--- src/include/gpfgh_pkg.sv ---
// Constants and carrier types for the general-purpose ports F, G and H.
// Assumes a byte-wide CPU register map behind an Avalon-MM slave, 32-bit words.
package gpfgh_pkg;

    // Printed offsets are not multiples of four: they are word indices
    localparam logic [7:0] IDX_F_DATA  = 8'h09;
    localparam logic [7:0] IDX_G_DATA  = 8'h0A;
    localparam logic [7:0] IDX_H_DATA  = 8'h0B;
    localparam logic [7:0] IDX_F_DIR   = 8'h0C;
    localparam logic [7:0] IDX_G_DIR   = 8'h0D;
    localparam logic [7:0] IDX_H_DIR   = 8'h0E;
    localparam logic [7:0] IDX_KBD_EN  = 8'h0F;

    localparam int F_WIDTH = 8;
    localparam int G_WIDTH = 3;
    localparam int H_WIDTH = 2;
    localparam int KBD_LO  = 3;

    localparam logic [7:0] DIR_RST     = 8'h00;
    localparam logic [7:0] KBD_EN_RST  = 8'h00;
    localparam logic [31:0] UNMAPPED_RD = 32'h0000_0000;

    // Byte address of a register from its index
    function automatic logic [9:0] reg_addr(input logic [7:0] idx);
        reg_addr = {idx, 2'b00};
    endfunction

    typedef struct packed {
        logic [9:0]  address;
        logic        read;
        logic        write;
        logic [3:0]  byteenable;
        logic [31:0] writedata;
    } gpfgh_req_s;

    typedef struct packed {
        logic [31:0] readdata;
        logic        waitrequest;
    } gpfgh_rsp_s;

endpackage

--- src/hdl/gpfgh_port.sv ---
// One parallel port: latch, direction, pin synchroniser, read mux.
// Assumes pin inputs asynchronous to clk; clk is the system bus clock.
module gpfgh_port #(
    parameter int W        = 8,
    parameter bit DIR_RSTS = 1'b1
) (
    // Clock and reset
    input  wire logic         clk,
    input  wire logic         rst,
    // Register side
    input  wire logic         dat_we,
    input  wire logic         dir_we,
    input  wire logic [W-1:0] wdata,
    output logic      [W-1:0] dat_rd,
    output logic      [W-1:0] dir_q,
    output logic      [W-1:0] pin_sync,
    // Pins
    input  wire logic [W-1:0] pin_in,
    output logic      [W-1:0] pin_out,
    output logic      [W-1:0] pin_oe_n
);
    logic [W-1:0] latch_r;
    logic [W-1:0] dir_r;
    logic [W-1:0] meta_r;
    logic [W-1:0] sync_r;

    always_ff @(posedge clk) begin
        if (dat_we) begin
            latch_r <= wdata;
        end
    end

    always_ff @(posedge clk) begin
        if (rst && DIR_RSTS) begin
            dir_r <= '0;
        end else if (dir_we) begin
            dir_r <= wdata;
        end
    end

    always_ff @(posedge clk) begin
        meta_r <= pin_in;
        sync_r <= meta_r;
    end

    assign dat_rd   = (dir_r & latch_r) | (~dir_r & sync_r);
    assign pin_out  = latch_r;
    assign pin_oe_n = ~dir_r;
    assign dir_q    = dir_r;
    assign pin_sync = sync_r;

    a_dir_reset: assert property (@(posedge clk) rst |=> dir_r == '0 || !DIR_RSTS)
        else $error("direction not cleared by reset");
    a_read_pin: assert property (@(posedge clk) disable iff (rst)
        ##2 (dir_r == '0) |-> dat_rd == $past(pin_in, 2))
        else $error("input read differs from pin");
    a_read_latch: assert property (@(posedge clk) disable iff (rst)
        (dat_we && !dir_we) |=> ((dat_rd ^ $past(wdata)) & dir_r) == '0)
        else $error("output read differs from latch");
    a_drive_en: assert property (@(posedge clk) disable iff (rst)
        dir_we |=> pin_oe_n == ~$past(wdata))
        else $error("output enable does not follow direction");
    a_write_any: assert property (@(posedge clk) disable iff (rst)
        dat_we |=> pin_out == $past(wdata))
        else $error("latch write lost");
endmodule // gpfgh_port

--- src/hdl/gpfgh_ports.sv ---
// Ports F, G and H with keypad interrupt pin hand-off, Avalon-MM slave.
// Assumes a word-addressed register map; register index times four gives
// the byte address. Single clock, synchronous active-high reset.
//
// Register access over Avalon-MM was left to the implementer.
module gpfgh_ports
    import gpfgh_pkg::*;
(
    // Clock and reset
    input  wire logic                 clk,
    input  wire logic                 rst,
    // Avalon-MM slave
    input  wire logic [9:0]           avs_address,
    input  wire logic                 avs_read,
    input  wire logic                 avs_write,
    input  wire logic [3:0]           avs_byteenable,
    input  wire logic [31:0]          avs_writedata,
    output logic      [31:0]          avs_readdata,
    output logic                      avs_waitrequest,
    // Port F pins
    input  wire logic [7:0]           f_pin_in,
    output logic      [7:0]           f_pin_out,
    output logic      [7:0]           f_pin_oe_n,
    // Port G pins
    input  wire logic [2:0]           g_pin_in,
    output logic      [2:0]           g_pin_out,
    output logic      [2:0]           g_pin_oe_n,
    // Port H pins
    input  wire logic [1:0]           h_pin_in,
    output logic      [1:0]           h_pin_out,
    output logic      [1:0]           h_pin_oe_n,
    // Keypad interrupt module side
    output logic      [1:0]           keypad_irq_pins,
    output logic      [1:0]           keypad_irq_enable_bits
);
    import gpfgh_pkg::*;

    ////////////////////////////////////////////////////////////////////////
    // Bus handshake: one wait cycle so read data comes from a flop
    typedef enum logic [1:0] {
        ST_IDLE = 2'b00,
        ST_DONE = 2'b01
    } gpfgh_bus_e;

    gpfgh_bus_e  st_r;
    gpfgh_bus_e  st_nxt;
    logic [31:0] rdata_r;
    logic [31:0] rdata_nxt;
    logic [1:0]  kbd_en_r;

    wire        req      = avs_read | avs_write;
    wire        take     = req && (st_r == ST_DONE);
    wire        wr_ok    = avs_write && take && avs_byteenable[0];
    wire [7:0]  idx      = avs_address[9:2];
    wire [7:0]  wb       = avs_writedata[7:0];

    wire hit_f_dat = (idx == IDX_F_DATA);
    wire hit_g_dat = (idx == IDX_G_DATA);
    wire hit_h_dat = (idx == IDX_H_DATA);
    wire hit_f_dir = (idx == IDX_F_DIR);
    wire hit_g_dir = (idx == IDX_G_DIR);
    wire hit_h_dir = (idx == IDX_H_DIR);
    wire hit_kbd   = (idx == IDX_KBD_EN);

    // Per-register write strobes; writes without lane 0 are dropped
    wire wr_f_dat  = wr_ok && hit_f_dat;
    wire wr_g_dat  = wr_ok && hit_g_dat;
    wire wr_h_dat  = wr_ok && hit_h_dat;
    wire wr_f_dir  = wr_ok && hit_f_dir;
    wire wr_g_dir  = wr_ok && hit_g_dir;
    wire wr_h_dir  = wr_ok && hit_h_dir;
    wire wr_kbd    = wr_ok && hit_kbd;

    // Read taken and register decode, used by the checks below
    wire rd_take   = avs_read && take;
    wire mapped    = hit_f_dat | hit_g_dat | hit_h_dat | hit_f_dir | hit_g_dir
                     | hit_h_dir | hit_kbd;

    always_comb begin
        st_nxt = st_r;
        case (st_r)
            ST_IDLE: st_nxt = req ? ST_DONE : ST_IDLE;
            ST_DONE: st_nxt = ST_IDLE;
            default: st_nxt = ST_IDLE;
        endcase
    end

    assign avs_waitrequest = req && (st_r != ST_DONE);

    ////////////////////////////////////////////////////////////////////////
    // Ports
    logic [7:0] f_rd;
    logic [7:0] f_dir;
    logic [7:0] f_sync;
    logic [2:0] g_rd;
    logic [2:0] g_dir;
    logic [2:0] g_sync;
    logic [1:0] h_rd;
    logic [1:0] h_dir;
    logic [1:0] h_sync;
    logic [1:0] h_out_lat;
    logic [1:0] h_oe_lat;

    // Port F, eight pins
    gpfgh_port #(
        .W        (F_WIDTH),
        .DIR_RSTS (1'b1)
    ) u_f (
        .clk      (clk),
        .rst      (rst),
        .dat_we   (wr_f_dat),
        .dir_we   (wr_f_dir),
        .wdata    (wb[F_WIDTH-1:0]),
        .dat_rd   (f_rd),
        .dir_q    (f_dir),
        .pin_sync (f_sync),
        .pin_in   (f_pin_in),
        .pin_out  (f_pin_out),
        .pin_oe_n (f_pin_oe_n)
    );

    // Port G, three pins
    gpfgh_port #(
        .W        (G_WIDTH),
        .DIR_RSTS (1'b1)
    ) u_g (
        .clk      (clk),
        .rst      (rst),
        .dat_we   (wr_g_dat),
        .dir_we   (wr_g_dir),
        .wdata    (wb[G_WIDTH-1:0]),
        .dat_rd   (g_rd),
        .dir_q    (g_dir),
        .pin_sync (g_sync),
        .pin_in   (g_pin_in),
        .pin_out  (g_pin_out),
        .pin_oe_n (g_pin_oe_n)
    );

    gpfgh_port #(
        .W        (H_WIDTH),
        .DIR_RSTS (1'b1)
    ) u_h (
        .clk      (clk),
        .rst      (rst),
        .dat_we   (wr_h_dat),
        .dir_we   (wr_h_dir),
        .wdata    (wb[H_WIDTH-1:0]),
        .dat_rd   (h_rd),
        .dir_q    (h_dir),
        .pin_sync (h_sync),
        .pin_in   (h_pin_in),
        .pin_out  (h_out_lat),
        .pin_oe_n (h_oe_lat)
    );

    ////////////////////////////////////////////////////////////////////////
    // keypad enable takes pin as interrupt input
    always_ff @(posedge clk) begin
        if (rst) begin
            kbd_en_r <= KBD_EN_RST[1:0];
        end else if (wr_kbd) begin
            kbd_en_r <= wb[KBD_LO+1:KBD_LO];
        end
    end

    assign h_pin_out              = h_out_lat;
    assign h_pin_oe_n             = h_oe_lat | kbd_en_r;
    assign keypad_irq_pins        = h_sync & kbd_en_r;
    assign keypad_irq_enable_bits = kbd_en_r;

    ////////////////////////////////////////////////////////////////////////
    // Read data mux; unmapped reads return zero
    always_comb begin
        rdata_nxt = UNMAPPED_RD;
        if (hit_f_dat) begin
            rdata_nxt[7:0] = f_rd;
        end else if (hit_g_dat) begin
            rdata_nxt[2:0] = g_rd;
        end else if (hit_h_dat) begin
            rdata_nxt[1:0] = h_rd;
        end else if (hit_f_dir) begin
            rdata_nxt[7:0] = f_dir;
        end else if (hit_g_dir) begin
            rdata_nxt[2:0] = g_dir;
        end else if (hit_h_dir) begin
            rdata_nxt[1:0] = h_dir;
        end else if (hit_kbd) begin
            rdata_nxt[KBD_LO+1:KBD_LO] = kbd_en_r;
        end
    end

    always_ff @(posedge clk) begin
        if (rst) begin
            st_r    <= ST_IDLE;
            rdata_r <= UNMAPPED_RD;
        end else begin
            st_r    <= st_nxt;
            rdata_r <= rdata_nxt;
        end
    end

    assign avs_readdata = rdata_r;

    ////////////////////////////////////////////////////////////////////////
    // Wait-cycle counter for the bus checks; saturates so it cannot wrap
    logic [1:0] wait_cnt_r;

    always_ff @(posedge clk) begin
        if (rst || !avs_waitrequest) begin
            wait_cnt_r <= 2'h0;
        end else if (wait_cnt_r != 2'h3) begin
            wait_cnt_r <= wait_cnt_r + 2'h1;
        end
    end

    ////////////////////////////////////////////////////////////////////////
    // Bus checks
    // one wait cycle
    a_wait_one: assert property (@(posedge clk) disable iff (rst)
        (req && st_r == ST_IDLE) |-> avs_waitrequest ##1 !avs_waitrequest)
        else $error("bus answer not after one wait cycle");

    a_wait_bound: assert property (@(posedge clk) disable iff (rst)
        wait_cnt_r <= 2'h1)
        else $error("waitrequest held too long");

    a_idle_ready: assert property (@(posedge clk) disable iff (rst)
        !req |-> !avs_waitrequest)
        else $error("waitrequest raised without request");

    a_take_idle: assert property (@(posedge clk) disable iff (rst)
        take |=> st_r == ST_IDLE)
        else $error("bus state not idle after transfer");

    ////////////////////////////////////////////////////////////////////////
    // Reset checks
    // port G inputs
    a_g_reset: assert property (@(posedge clk) rst |=> g_pin_oe_n == 3'h7)
        else $error("port G not input after reset");

    a_h_reset: assert property (@(posedge clk) rst |=> h_pin_oe_n == 2'h3)
        else $error("port H not input after reset");

    a_f_reset: assert property (@(posedge clk) rst |=> f_pin_oe_n == 8'hFF)
        else $error("port F not input after reset");

    a_kbd_reset: assert property (@(posedge clk) rst |=> kbd_en_r == 2'h0)
        else $error("keypad enables not cleared by reset");

    ////////////////////////////////////////////////////////////////////////
    // Read data checks; read data were loaded one edge before the take
    // F input bits
    a_rd_f_pin: assert property (@(posedge clk) disable iff (rst)
        (rd_take && hit_f_dat)
        |-> ((avs_readdata[7:0] ^ $past(f_sync)) & ~$past(f_dir)) == 8'h00)
        else $error("port F input bit read wrong");

    a_rd_f_lat: assert property (@(posedge clk) disable iff (rst)
        (rd_take && hit_f_dat)
        |-> ((avs_readdata[7:0] ^ $past(f_pin_out)) & $past(f_dir)) == 8'h00)
        else $error("port F output bit read wrong");

    a_rd_g_pin: assert property (@(posedge clk) disable iff (rst)
        (rd_take && hit_g_dat)
        |-> ((avs_readdata[2:0] ^ $past(g_sync)) & ~$past(g_dir)) == 3'h0)
        else $error("port G input bit read wrong");

    a_rd_g_lat: assert property (@(posedge clk) disable iff (rst)
        (rd_take && hit_g_dat)
        |-> ((avs_readdata[2:0] ^ $past(g_pin_out)) & $past(g_dir)) == 3'h0)
        else $error("port G output bit read wrong");

    a_rd_h_pin: assert property (@(posedge clk) disable iff (rst)
        (rd_take && hit_h_dat)
        |-> ((avs_readdata[1:0] ^ $past(h_sync)) & ~$past(h_dir)) == 2'h0)
        else $error("port H input bit read wrong");

    a_rd_h_lat: assert property (@(posedge clk) disable iff (rst)
        (rd_take && hit_h_dat)
        |-> ((avs_readdata[1:0] ^ $past(h_out_lat)) & $past(h_dir)) == 2'h0)
        else $error("port H output bit read wrong");

    a_rd_g_upper: assert property (@(posedge clk) disable iff (rst)
        (rd_take && hit_g_dat) |-> avs_readdata[31:3] == 29'h0)
        else $error("port G read has upper bits set");

    a_rd_h_upper: assert property (@(posedge clk) disable iff (rst)
        (rd_take && hit_h_dat) |-> avs_readdata[31:2] == 30'h0)
        else $error("port H read has upper bits set");

    a_rd_unmapped: assert property (@(posedge clk) disable iff (rst)
        (rd_take && !mapped) |-> avs_readdata == UNMAPPED_RD)
        else $error("unmapped read not zero");

    a_rd_dir: assert property (@(posedge clk) disable iff (rst)
        (rd_take && (hit_f_dir || hit_g_dir || hit_h_dir))
        |-> avs_readdata[7:0] == (hit_f_dir ? $past(f_dir)
            : hit_g_dir ? {5'h00, $past(g_dir)} : {6'h00, $past(h_dir)}))
        else $error("direction readback wrong");

    ////////////////////////////////////////////////////////////////////////
    // Write and keypad checks
    // keypad enable write
    a_kbd_write: assert property (@(posedge clk) disable iff (rst)
        wr_kbd |=> kbd_en_r == $past(wb[KBD_LO+1:KBD_LO]))
        else $error("keypad enable write lost");

    a_wr_unmapped: assert property (@(posedge clk) disable iff (rst)
        (avs_write && take && !mapped)
        |=> $stable(f_dir) && $stable(g_dir) && $stable(h_dir) && $stable(kbd_en_r))
        else $error("unmapped write changed a register");

    a_kbd_nodrive: assert property (@(posedge clk) disable iff (rst)
        (kbd_en_r[0] |-> h_pin_oe_n[0]) and (kbd_en_r[1] |-> h_pin_oe_n[1]))
        else $error("interrupt pin driven");

    a_h_drive: assert property (@(posedge clk) disable iff (rst)
        (kbd_en_r == 2'h0) |-> h_pin_oe_n == ~h_dir)
        else $error("port H output enable does not follow direction");

    ////////////////////////////////////////////////////////////////////////
    // Scenario covers
    c_read_f: cover property (@(posedge clk) take && avs_read && hit_f_dat);
    c_write_h: cover property (@(posedge clk) wr_h_dat);
    c_kbd_on: cover property (@(posedge clk) kbd_en_r == 2'h3);
    c_mixed_f: cover property (@(posedge clk)
        rd_take && hit_f_dat && f_dir != 8'h00 && f_dir != 8'hFF);
    c_irq_pin: cover property (@(posedge clk) keypad_irq_pins != 2'h0);
endmodule // gpfgh_ports

--- config.mk ---
export PLATFORM = sky130hd
export DESIGN_NAME = gpfgh_ports
export DESIGN_NICKNAME = d
export VERILOG_FILES = /design/src/include/gpfgh_pkg.sv /design/src/hdl/gpfgh_port.sv /design/src/hdl/gpfgh_ports.sv
export SDC_FILE = /design/constraint.sdc
export NUM_CORES = 1
export LEC_CHECK = 0
export ABC_CLOCK_PERIOD_IN_PS = 3500
export CORE_MARGIN = 2
export CORE_UTILIZATION = 65
export CTS_BUF_LIST = sky130_fd_sc_hd__clkbuf_4
export DETAILED_ROUTE_END_ITERATION = 16
export DONT_BUFFER_PORTS = 1
export GPL_TIMING_DRIVEN = 0
export PLACE_DENSITY = 0.81
export SLEW_MARGIN = 20
export SYNTH_ARGS = -nofsm -noshare
export SYNTH_HDL_FRONTEND = slang
export SYNTH_SLANG_ARGS = --single-unit
--- constraint.sdc ---
create_clock -name clk -period 3.5 [get_ports clk]
set_input_delay 0.175 -clock clk [delete_from_list [all_inputs] [get_ports clk]]
set_output_delay 0.175 -clock clk [all_outputs]
set_load 0.01 [all_outputs]
== After elaboration in Yosys (flattened, before gate mapping) ==
Cells that the tools add are included.

* Multipliers: 0
* Mux-type cells: 14
* Magnitude comparators: 0
* Divide/modulo/power cells: 0
* Shift-type cells: 0
* Eq/ne operators: 9
* Reduce and logical (&&, ||, !) cells: 13
* Bitwise logic cells: 16
* $add $sub $neg: 0

{| class="wikitable"
|+ Operators by type and width
! operator !! number
|-
| 8-bit by 4-bit equality test with 1-bit output, second input constant || 7
|-
| 8-bit bitwise AND || 2
|-
| 2-bit two-way mux || 6
|-
| 1-bit logical AND || 11
|-
| 5-bit two-way mux || 2
|-
| 8-bit two-way mux || 1
|-
| 8-bit inverter || 1
|-
| 8-bit bitwise OR || 1
|-
| 2-bit bitwise AND || 3
|-
| 3-bit bitwise AND || 2
|-
| 3-bit two-way mux || 2
|-
| 6-bit two-way mux || 1
|-
| 2-bit bitwise OR || 2
|-
| 3-bit inverter || 1
|-
| 3-bit bitwise OR || 1
|-
| 2-bit by 1-bit equality test with 1-bit output, second input constant || 1
|-
| 2-bit logical NOT || 1
|-
| 1-bit two-way mux || 2
|-
| 2-bit by 1-bit inequality test with 1-bit output, second input constant || 1
|-
| 2-bit inverter || 1
|-
| 2-bit OR reduction || 1
|-
| 1-bit inverter || 1
|-
| 1-bit bitwise OR || 1
|}

* Word-level logic and storage cells: 68
* Memory bits (read-only): 0
* Output and inout bits: 63
* Register bits after elaboration: 88
* RAM bits: 0
* Bits of input ports: 63
* Bits in latches: 0
* Memories kept: 0

== Depth between registers and ports, before layout ==
* Word-level depth: 8
* Depth in mapped cells: 5
* Gate-level depth less buffers: 4

== Cells and area by module ==
From an unflattened synthesis, not the netlist that was laid out.

* Cells, all modules: 219
* Area total of the unflattened synthesis: 2476.1 sq um

{| class="wikitable"
|+ Modules (own cells, without submodules)
! module !! instances !! seq. area each (sq um) !! cells an instance !! area an instance (sq um)
|-
| gpfgh_port at u_f || 1 || 720.7 || 66 || 965.9
|-
| gpfgh_ports || 1 || 220.2 || 113 || 908.4
|-
| gpfgh_port at u_g || 1 || 270.3 || 24 || 356.6
|-
| gpfgh_port at u_h || 1 || 180.2 || 16 || 245.2
|}

== Least setup slack after synthesis ==
OpenSTA, ideal clock, no wires.

* Path kind: input port to flip-flop
* From: input avs_address[2]
* To: register u_f.latch_r[0], in the netlist u_f.pin_out[0], enable pin
* Slack: 1925 ps
* Stages on the path: 4
* Setup time: 370 ps
* Data required time: 3130 ps
* Buffers on the path: 1
* Data arrival time: 1205 ps
* Cell sequence: clkbuf_1 nor2b_1 nand4b_1 nor2_1

* Cells in the longest elaborated chain, start to end: 2

{| class="wikitable"
|+ RTL lines
! element !! RTL line !! RTL
|-
| from (decl) || gpfgh_ports.sv:13 || <nowiki>input wire logic [9:0] avs_address,</nowiki>
|-
| 8-bit by 4-bit equality test with 1-bit output || gpfgh_ports.sv:57 || <nowiki>wire hit_f_dat = (idx == IDX_F_DATA);</nowiki>
|-
| 1-bit logical AND || gpfgh_ports.sv:66 || <nowiki>wire wr_f_dat = wr_ok && hit_f_dat;</nowiki>
|-
| named net u_f.dat_we || gpfgh_port.sv:11 || <nowiki>input wire logic dat_we,</nowiki>
|-
| to (signal assigned) || gpfgh_port.sv:29 || <nowiki>latch_r <= wdata;</nowiki>
|-
| to (decl) || gpfgh_port.sv:22 || <nowiki>logic [W-1:0] latch_r;</nowiki>
|}

The timed path passes the listed nets, and every way through them passes these cells.
A chain may end at the register's enable or synchronous reset.

== Final worst setup path ==
* From: input avs_address[2]
* To: register u_f.latch_r[2], in the netlist u_f.pin_out[2], enable pin

The elaborated chain is that of the path after synthesis.

==> report_table.html <==
<table>
<tr><th>Metric</th><th>Value</th></tr>
<tr><th colspan="2">Floorplan</th></tr>
<tr><td>Number of I/O pins</td><td>126</td></tr>
<tr><td>Core region area</td><td>3660 sq um</td></tr>
<tr><td>Die height</td><td>65.5 um</td></tr>
<tr><td>Initial cell density of the core</td><td>67.1%</td></tr>
<tr><td>Area of the die</td><td>4290 sq um</td></tr>
<tr><td>Core Rows</td><td>22</td></tr>
<tr><td>Horizontal die dimension</td><td>65.5 um</td></tr>
<tr><th colspan="2">CTS</th></tr>
<tr><td>Root buffer cell</td><td>clkbuf_4</td></tr>
<tr><td>Post-cts sizing count</td><td>0</td></tr>
<tr><td>Bufs on Longest Clock Path</td><td>2</td></tr>
<tr><td>Clock transition at the registers of the reported paths</td><td>0.10 ns</td></tr>
<tr><td>Skew-Pair Late Insertion Delay</td><td>0.41 ns</td></tr>
<tr><td>TritonCTS clock tree</td><td>yes</td></tr>
<tr><td>Inserted Clock Buffers</td><td>9</td></tr>
<tr><td>Maximum level of the CTS H-tree</td><td>3</td></tr>
<tr><td>Count of clock tree sinks</td><td>63</td></tr>
<tr><th colspan="2">Yosys</th></tr>
<tr><td>Portion of the post-synthesis area used by sequential elements</td><td>56.6%</td></tr>
<tr><td>Synthesized area divided by synthesized cell count</td><td>11.4 sq um</td></tr>
<tr><td>Post-synthesis instance area</td><td>2460 sq um</td></tr>
<tr><td>Main area contributors after synthesis</td><td>dfxtp_1 (41%), edfxtp_1 (16%), mux2i_1 (9.8%), buf_4 (7.3%), nor2_1 (3.4%)</td></tr>
<tr><td>Largest area contributor in the synthesized netlist</td><td>dfxtp_1</td></tr>
<tr><td>Fraction of synthesized cell area taken by the top area cell type</td><td>40.7%</td></tr>
<tr><td>Count of unique library cells instantiated by Yosys</td><td>42</td></tr>
<tr><td>Yosys reg bits</td><td>63</td></tr>
<tr><td>Count of yosys warnings during synthesis</td><td>0</td></tr>
<tr><td>Syn Inst Count</td><td>215</td></tr>
<tr><th colspan="2">Global route</th></tr>
<tr><td>Total grt overflow</td><td>0</td></tr>
<tr><td>First-pass GRT wire length</td><td>8.22 mm</td></tr>
<tr><td>Overall global routing resource usage</td><td>26.8%</td></tr>
<tr><td>Via count of the first global-routing pass</td><td>1640</td></tr>
<tr><td>Pin count of the biggest net entering global routing</td><td>12</td></tr>
<tr><td>Antenna violations before repair</td><td>0</td></tr>
<tr><th colspan="2">Worst setup path</th></tr>
<tr><td>Delay-heaviest family, CP</td><td>simple AND/OR/NAND/NOR gates</td></tr>
<tr><td>Worst Setup Start Kind</td><td>primary input</td></tr>
<tr><td>Required time of the critical path</td><td>3.54 ns</td></tr>
<tr><td>CP endpoint kind</td><td>flop</td></tr>
<tr><td>Maximum cell stage delay along the critical path</td><td>0.77 ns</td></tr>
<tr><td>Category of the critical setup timing path</td><td>primary input to flop</td></tr>
<tr><td>CP cell instances</td><td>clkbuf_1 -&gt; nor2b_1 -&gt; nand4b_1 -&gt; nor2_1</td></tr>
<tr><td>Buffer and inverter count on the worst path</td><td>1</td></tr>
<tr><td>Peak fanout along the critical path</td><td>10</td></tr>
<tr><td>Max stage delay cell, worst path</td><td>nor2_1</td></tr>
<tr><td>Critical path data arrival time</td><td>1.80 ns</td></tr>
<tr><th colspan="2">Place</th></tr>
<tr><td># placed instances</td><td>286</td></tr>
<tr><td>Number of I/O port buffers</td><td>0</td></tr>
<tr><td>DP HPWL</td><td>3.44 mm</td></tr>
<tr><td>RD Place Congestion</td><td>0.911</td></tr>
<tr><th colspan="2">Finish</th></tr>
<tr><td>Post-route core utilization</td><td>82.2%</td></tr>
<tr><td>Number of antenna repair diodes</td><td>0</td></tr>
<tr><td>Layout-stage area growth over the synthesis result</td><td>22.5%</td></tr>
<tr><td>Layout net count</td><td>337</td></tr>
<tr><td>Share of post-route cells with drive strength above 1</td><td>18.6%</td></tr>
<tr><td>Final standard cell count with taps included and fillers excluded</td><td>327</td></tr>
<tr><td>Layout filler cell count</td><td>222</td></tr>
<tr><th colspan="2">Timing</th></tr>
<tr><td>Slew of the pin with the lowest slew margin</td><td>0.953 ns</td></tr>
<tr><td>Setup tns final</td><td>0 ns</td></tr>
<tr><td>Worst clock skew</td><td>0.00570 ns</td></tr>
<tr><td>Setup repair after global routing missed its margin</td><td>no</td></tr>
<tr><td>Number of hold violations in the final report</td><td>0</td></tr>
<tr><td>Number of setup violations in the final report</td><td>0</td></tr>
<tr><td>Post-layout min period</td><td>1.75 ns</td></tr>
<tr><td>Maximum clock rate</td><td>570 MHz</td></tr>
<tr><td>Final Max Tran Viols</td><td>0</td></tr>
<tr><td>Final Cycle Share</td><td>50.1%</td></tr>
<tr><td>Headroom to the max-slew limit</td><td>36.2%</td></tr>
<tr><th colspan="2">Route</th></tr>
<tr><td>Number of nets still failing antenna checks after routing</td><td>0</td></tr>
<tr><td>Initial DRC count</td><td>111</td></tr>
<tr><td>Total Routed Length</td><td>5.34 mm</td></tr>
<tr><td>Post-DR vias/cell</td><td>5.23</td></tr>
<tr><td>Number of vias in the routed layout</td><td>1711</td></tr>
<tr><td>Mean routed wirelength per cell</td><td>16.3 um</td></tr>
<tr><td># DRC</td><td>0</td></tr>
<tr><td>Drt first pass iters</td><td>4</td></tr>
<tr><th colspan="2">Pwr</th></tr>
<tr><td>Final Power</td><td>1.41 mW</td></tr>
<tr><td>Largest vdd supply drop</td><td>0.340 mV</td></tr>
<tr><td>Leakage power</td><td>1.28 nW</td></tr>
<tr><td>Power density relative to cell area</td><td>467 nW/um^2</td></tr>
<tr><th colspan="2">Worst hold path</th></tr>
<tr><td>Type of the worst min-delay path</td><td>primary input to flop</td></tr>
<tr><th colspan="2">Run status</th></tr>
<tr><td>Run status</td><td>finished, final reports clean</td></tr>
<tr><th colspan="2">Job</th></tr>
<tr><td>Max-cap check violation count</td><td>0</td></tr>
</table>
==> layer usage <==
metal  vias to the layer above  global-route usage [%]  routed length (um)
met1                       806                    32.1                2200
met5                         -                       0                   0
li1                        821                       -                   -
met3                        13                    9.93                 432
met2                        71                    42.3                2590
met4                         0                    13.5                 121
==> power breakdown <==
group | internal (mW) | switching (mW) | total (mW)
combinational | 0.0486 | 0.0472 | 0.0959
sequential | 0.757 | 0.00580 | 0.762
clock | 0.285 | 0.262 | 0.547
total | 1.09 | 0.315 | 1.41
==> worst paths after layout <==
check | startpoint | end | slack [ns] | cells after the start
min | avs_address[9] | u_h.pin_out[0] | 0.11 | 3
max reg2reg | st_r[0] | u_f.pin_out[2] | 1.77 | 2
min reg2reg | u_f.meta_r[4] | u_f.pin_sync[4] | 0.33 | 0
max | avs_address[2] | u_f.pin_out[2] | 1.75 | 4
==> kinds of logic after synthesis <==
logic type | after synthesis | synth area share (%)
AOI/OAI and AO/OA | 23 | 6.36
and+or+nand+nor | 63 | 16.8
DFF | 63 | 56.6
buffers and inverters | 40 | 9.83
muxes | 25 | 10.2
other | 1 | 0.153
==> through the flow <==
step	setup WS (ns)	instance area [sq um]	hold slack, ns
floorplan	1.92	2540	0.203
global placement	1.34	2600	0.203
detailed placement	1.35	2600	0.203
CTS	1.78	3010	0.108
global route	1.59	3010	0.133
finish	1.75	3010	0.113
==> placed cells by master (no fill, tap or decap), types with 2 or more instances in the layout <==
master	instances
clkbuf_1	3
nor4_1	2
dfxtp_1	50
o211ai_1	2
clkbuf_4	9
nand3_1	2
nor3b_1	2
bufinv_16	2
and2_1	2
dlygate4sd3_1	25
o221ai_1	2
a211oi_1	7
a21oi_1	7
clkinv_2	3
nand2_1	3
edfxtp_1	13
mux2i_1	24
nand2b_1	3
nor2_1	22
nor3_1	2
buf_4	24
nor3_2	4
nand4_1	2
and3_1	3
inv_1	11
conb_1	24
nor2b_1	5
==> repair_timing <==
item,in CTS,in global routing
hold buffers,25,0
hold endpoints to repair,46,0
setup buffers,0,0
==> worst min-delay path: stages <==
cell     delay, ns
nor2_1        0.03
nand2_1       0.08
nor3b_1       0.08
==> cells in the mapped netlist <==
| cell | count |
|---|---|
| and4_1 | 1 |
| nor4b_4 | 1 |
| and3_1 | 3 |
| a211oi_1 | 7 |
| o221ai_1 | 2 |
| a311oi_1 | 1 |
| a22oi_1 | 1 |
| and2_2 | 1 |
| inv_1 | 11 |
| nand3_1 | 2 |
| nor3b_1 | 2 |
| edfxtp_1 | 13 |
| mux2_2 | 1 |
| mux2i_1 | 24 |
| conb_1 | 1 |
| and2_1 | 2 |
| nor4_1 | 2 |
| dfxtp_1 | 50 |
| o22ai_1 | 1 |
| nor2_1 | 22 |
| nor3_1 | 2 |
| nor4_2 | 1 |
| a21oi_1 | 7 |
| o211ai_1 | 2 |
| nand4_1 | 2 |
| clkbuf_1 | 3 |
| nand4_4 | 1 |
| and3b_1 | 1 |
| or4b_4 | 1 |
| buf_4 | 24 |
| buf_1 | 1 |
| nor2b_1 | 5 |
| o22a_1 | 1 |
| and4b_1 | 1 |
| nand2b_1 | 3 |
| nor3_2 | 4 |
| nand4b_1 | 1 |
| nor3_4 | 1 |
| nand2_1 | 3 |
| o21ai_0 | 1 |
| or2_2 | 1 |
| buf_2 | 1 |
==> sequential cells by signal, indices dropped and copies added (netlist names), 3 cells and up <==
| name | flops |
|---|---|
| avs_readdata | 8 |
| u_f.meta_r | 8 |
| u_g.dir_q | 3 |
| u_f.dir_q | 8 |
| u_g.pin_sync | 3 |
| u_f.pin_out | 8 |
| u_g.meta_r | 3 |
| u_f.pin_sync | 8 |
| u_g.pin_out | 3 |
==> area by class of cell <==
cell class / count / area (sq um) / area share [%]
Sequential cell: 63 / 1390 / 46.2
Clock buffer: 9 / 67.6 / 2.25
Inverter: 11 / 41.3 / 1.37
Buffer: 29 / 200 / 6.65
Multi-Input combinational cell: 135 / 911 / 30.3
Timing Repair Buffer: 25 / 250 / 8.32
Clock inverter: 7 / 87.6 / 2.91
Tap cell: 48 / 60.1 / 2.00
Power figures use the tool's default switching activity.
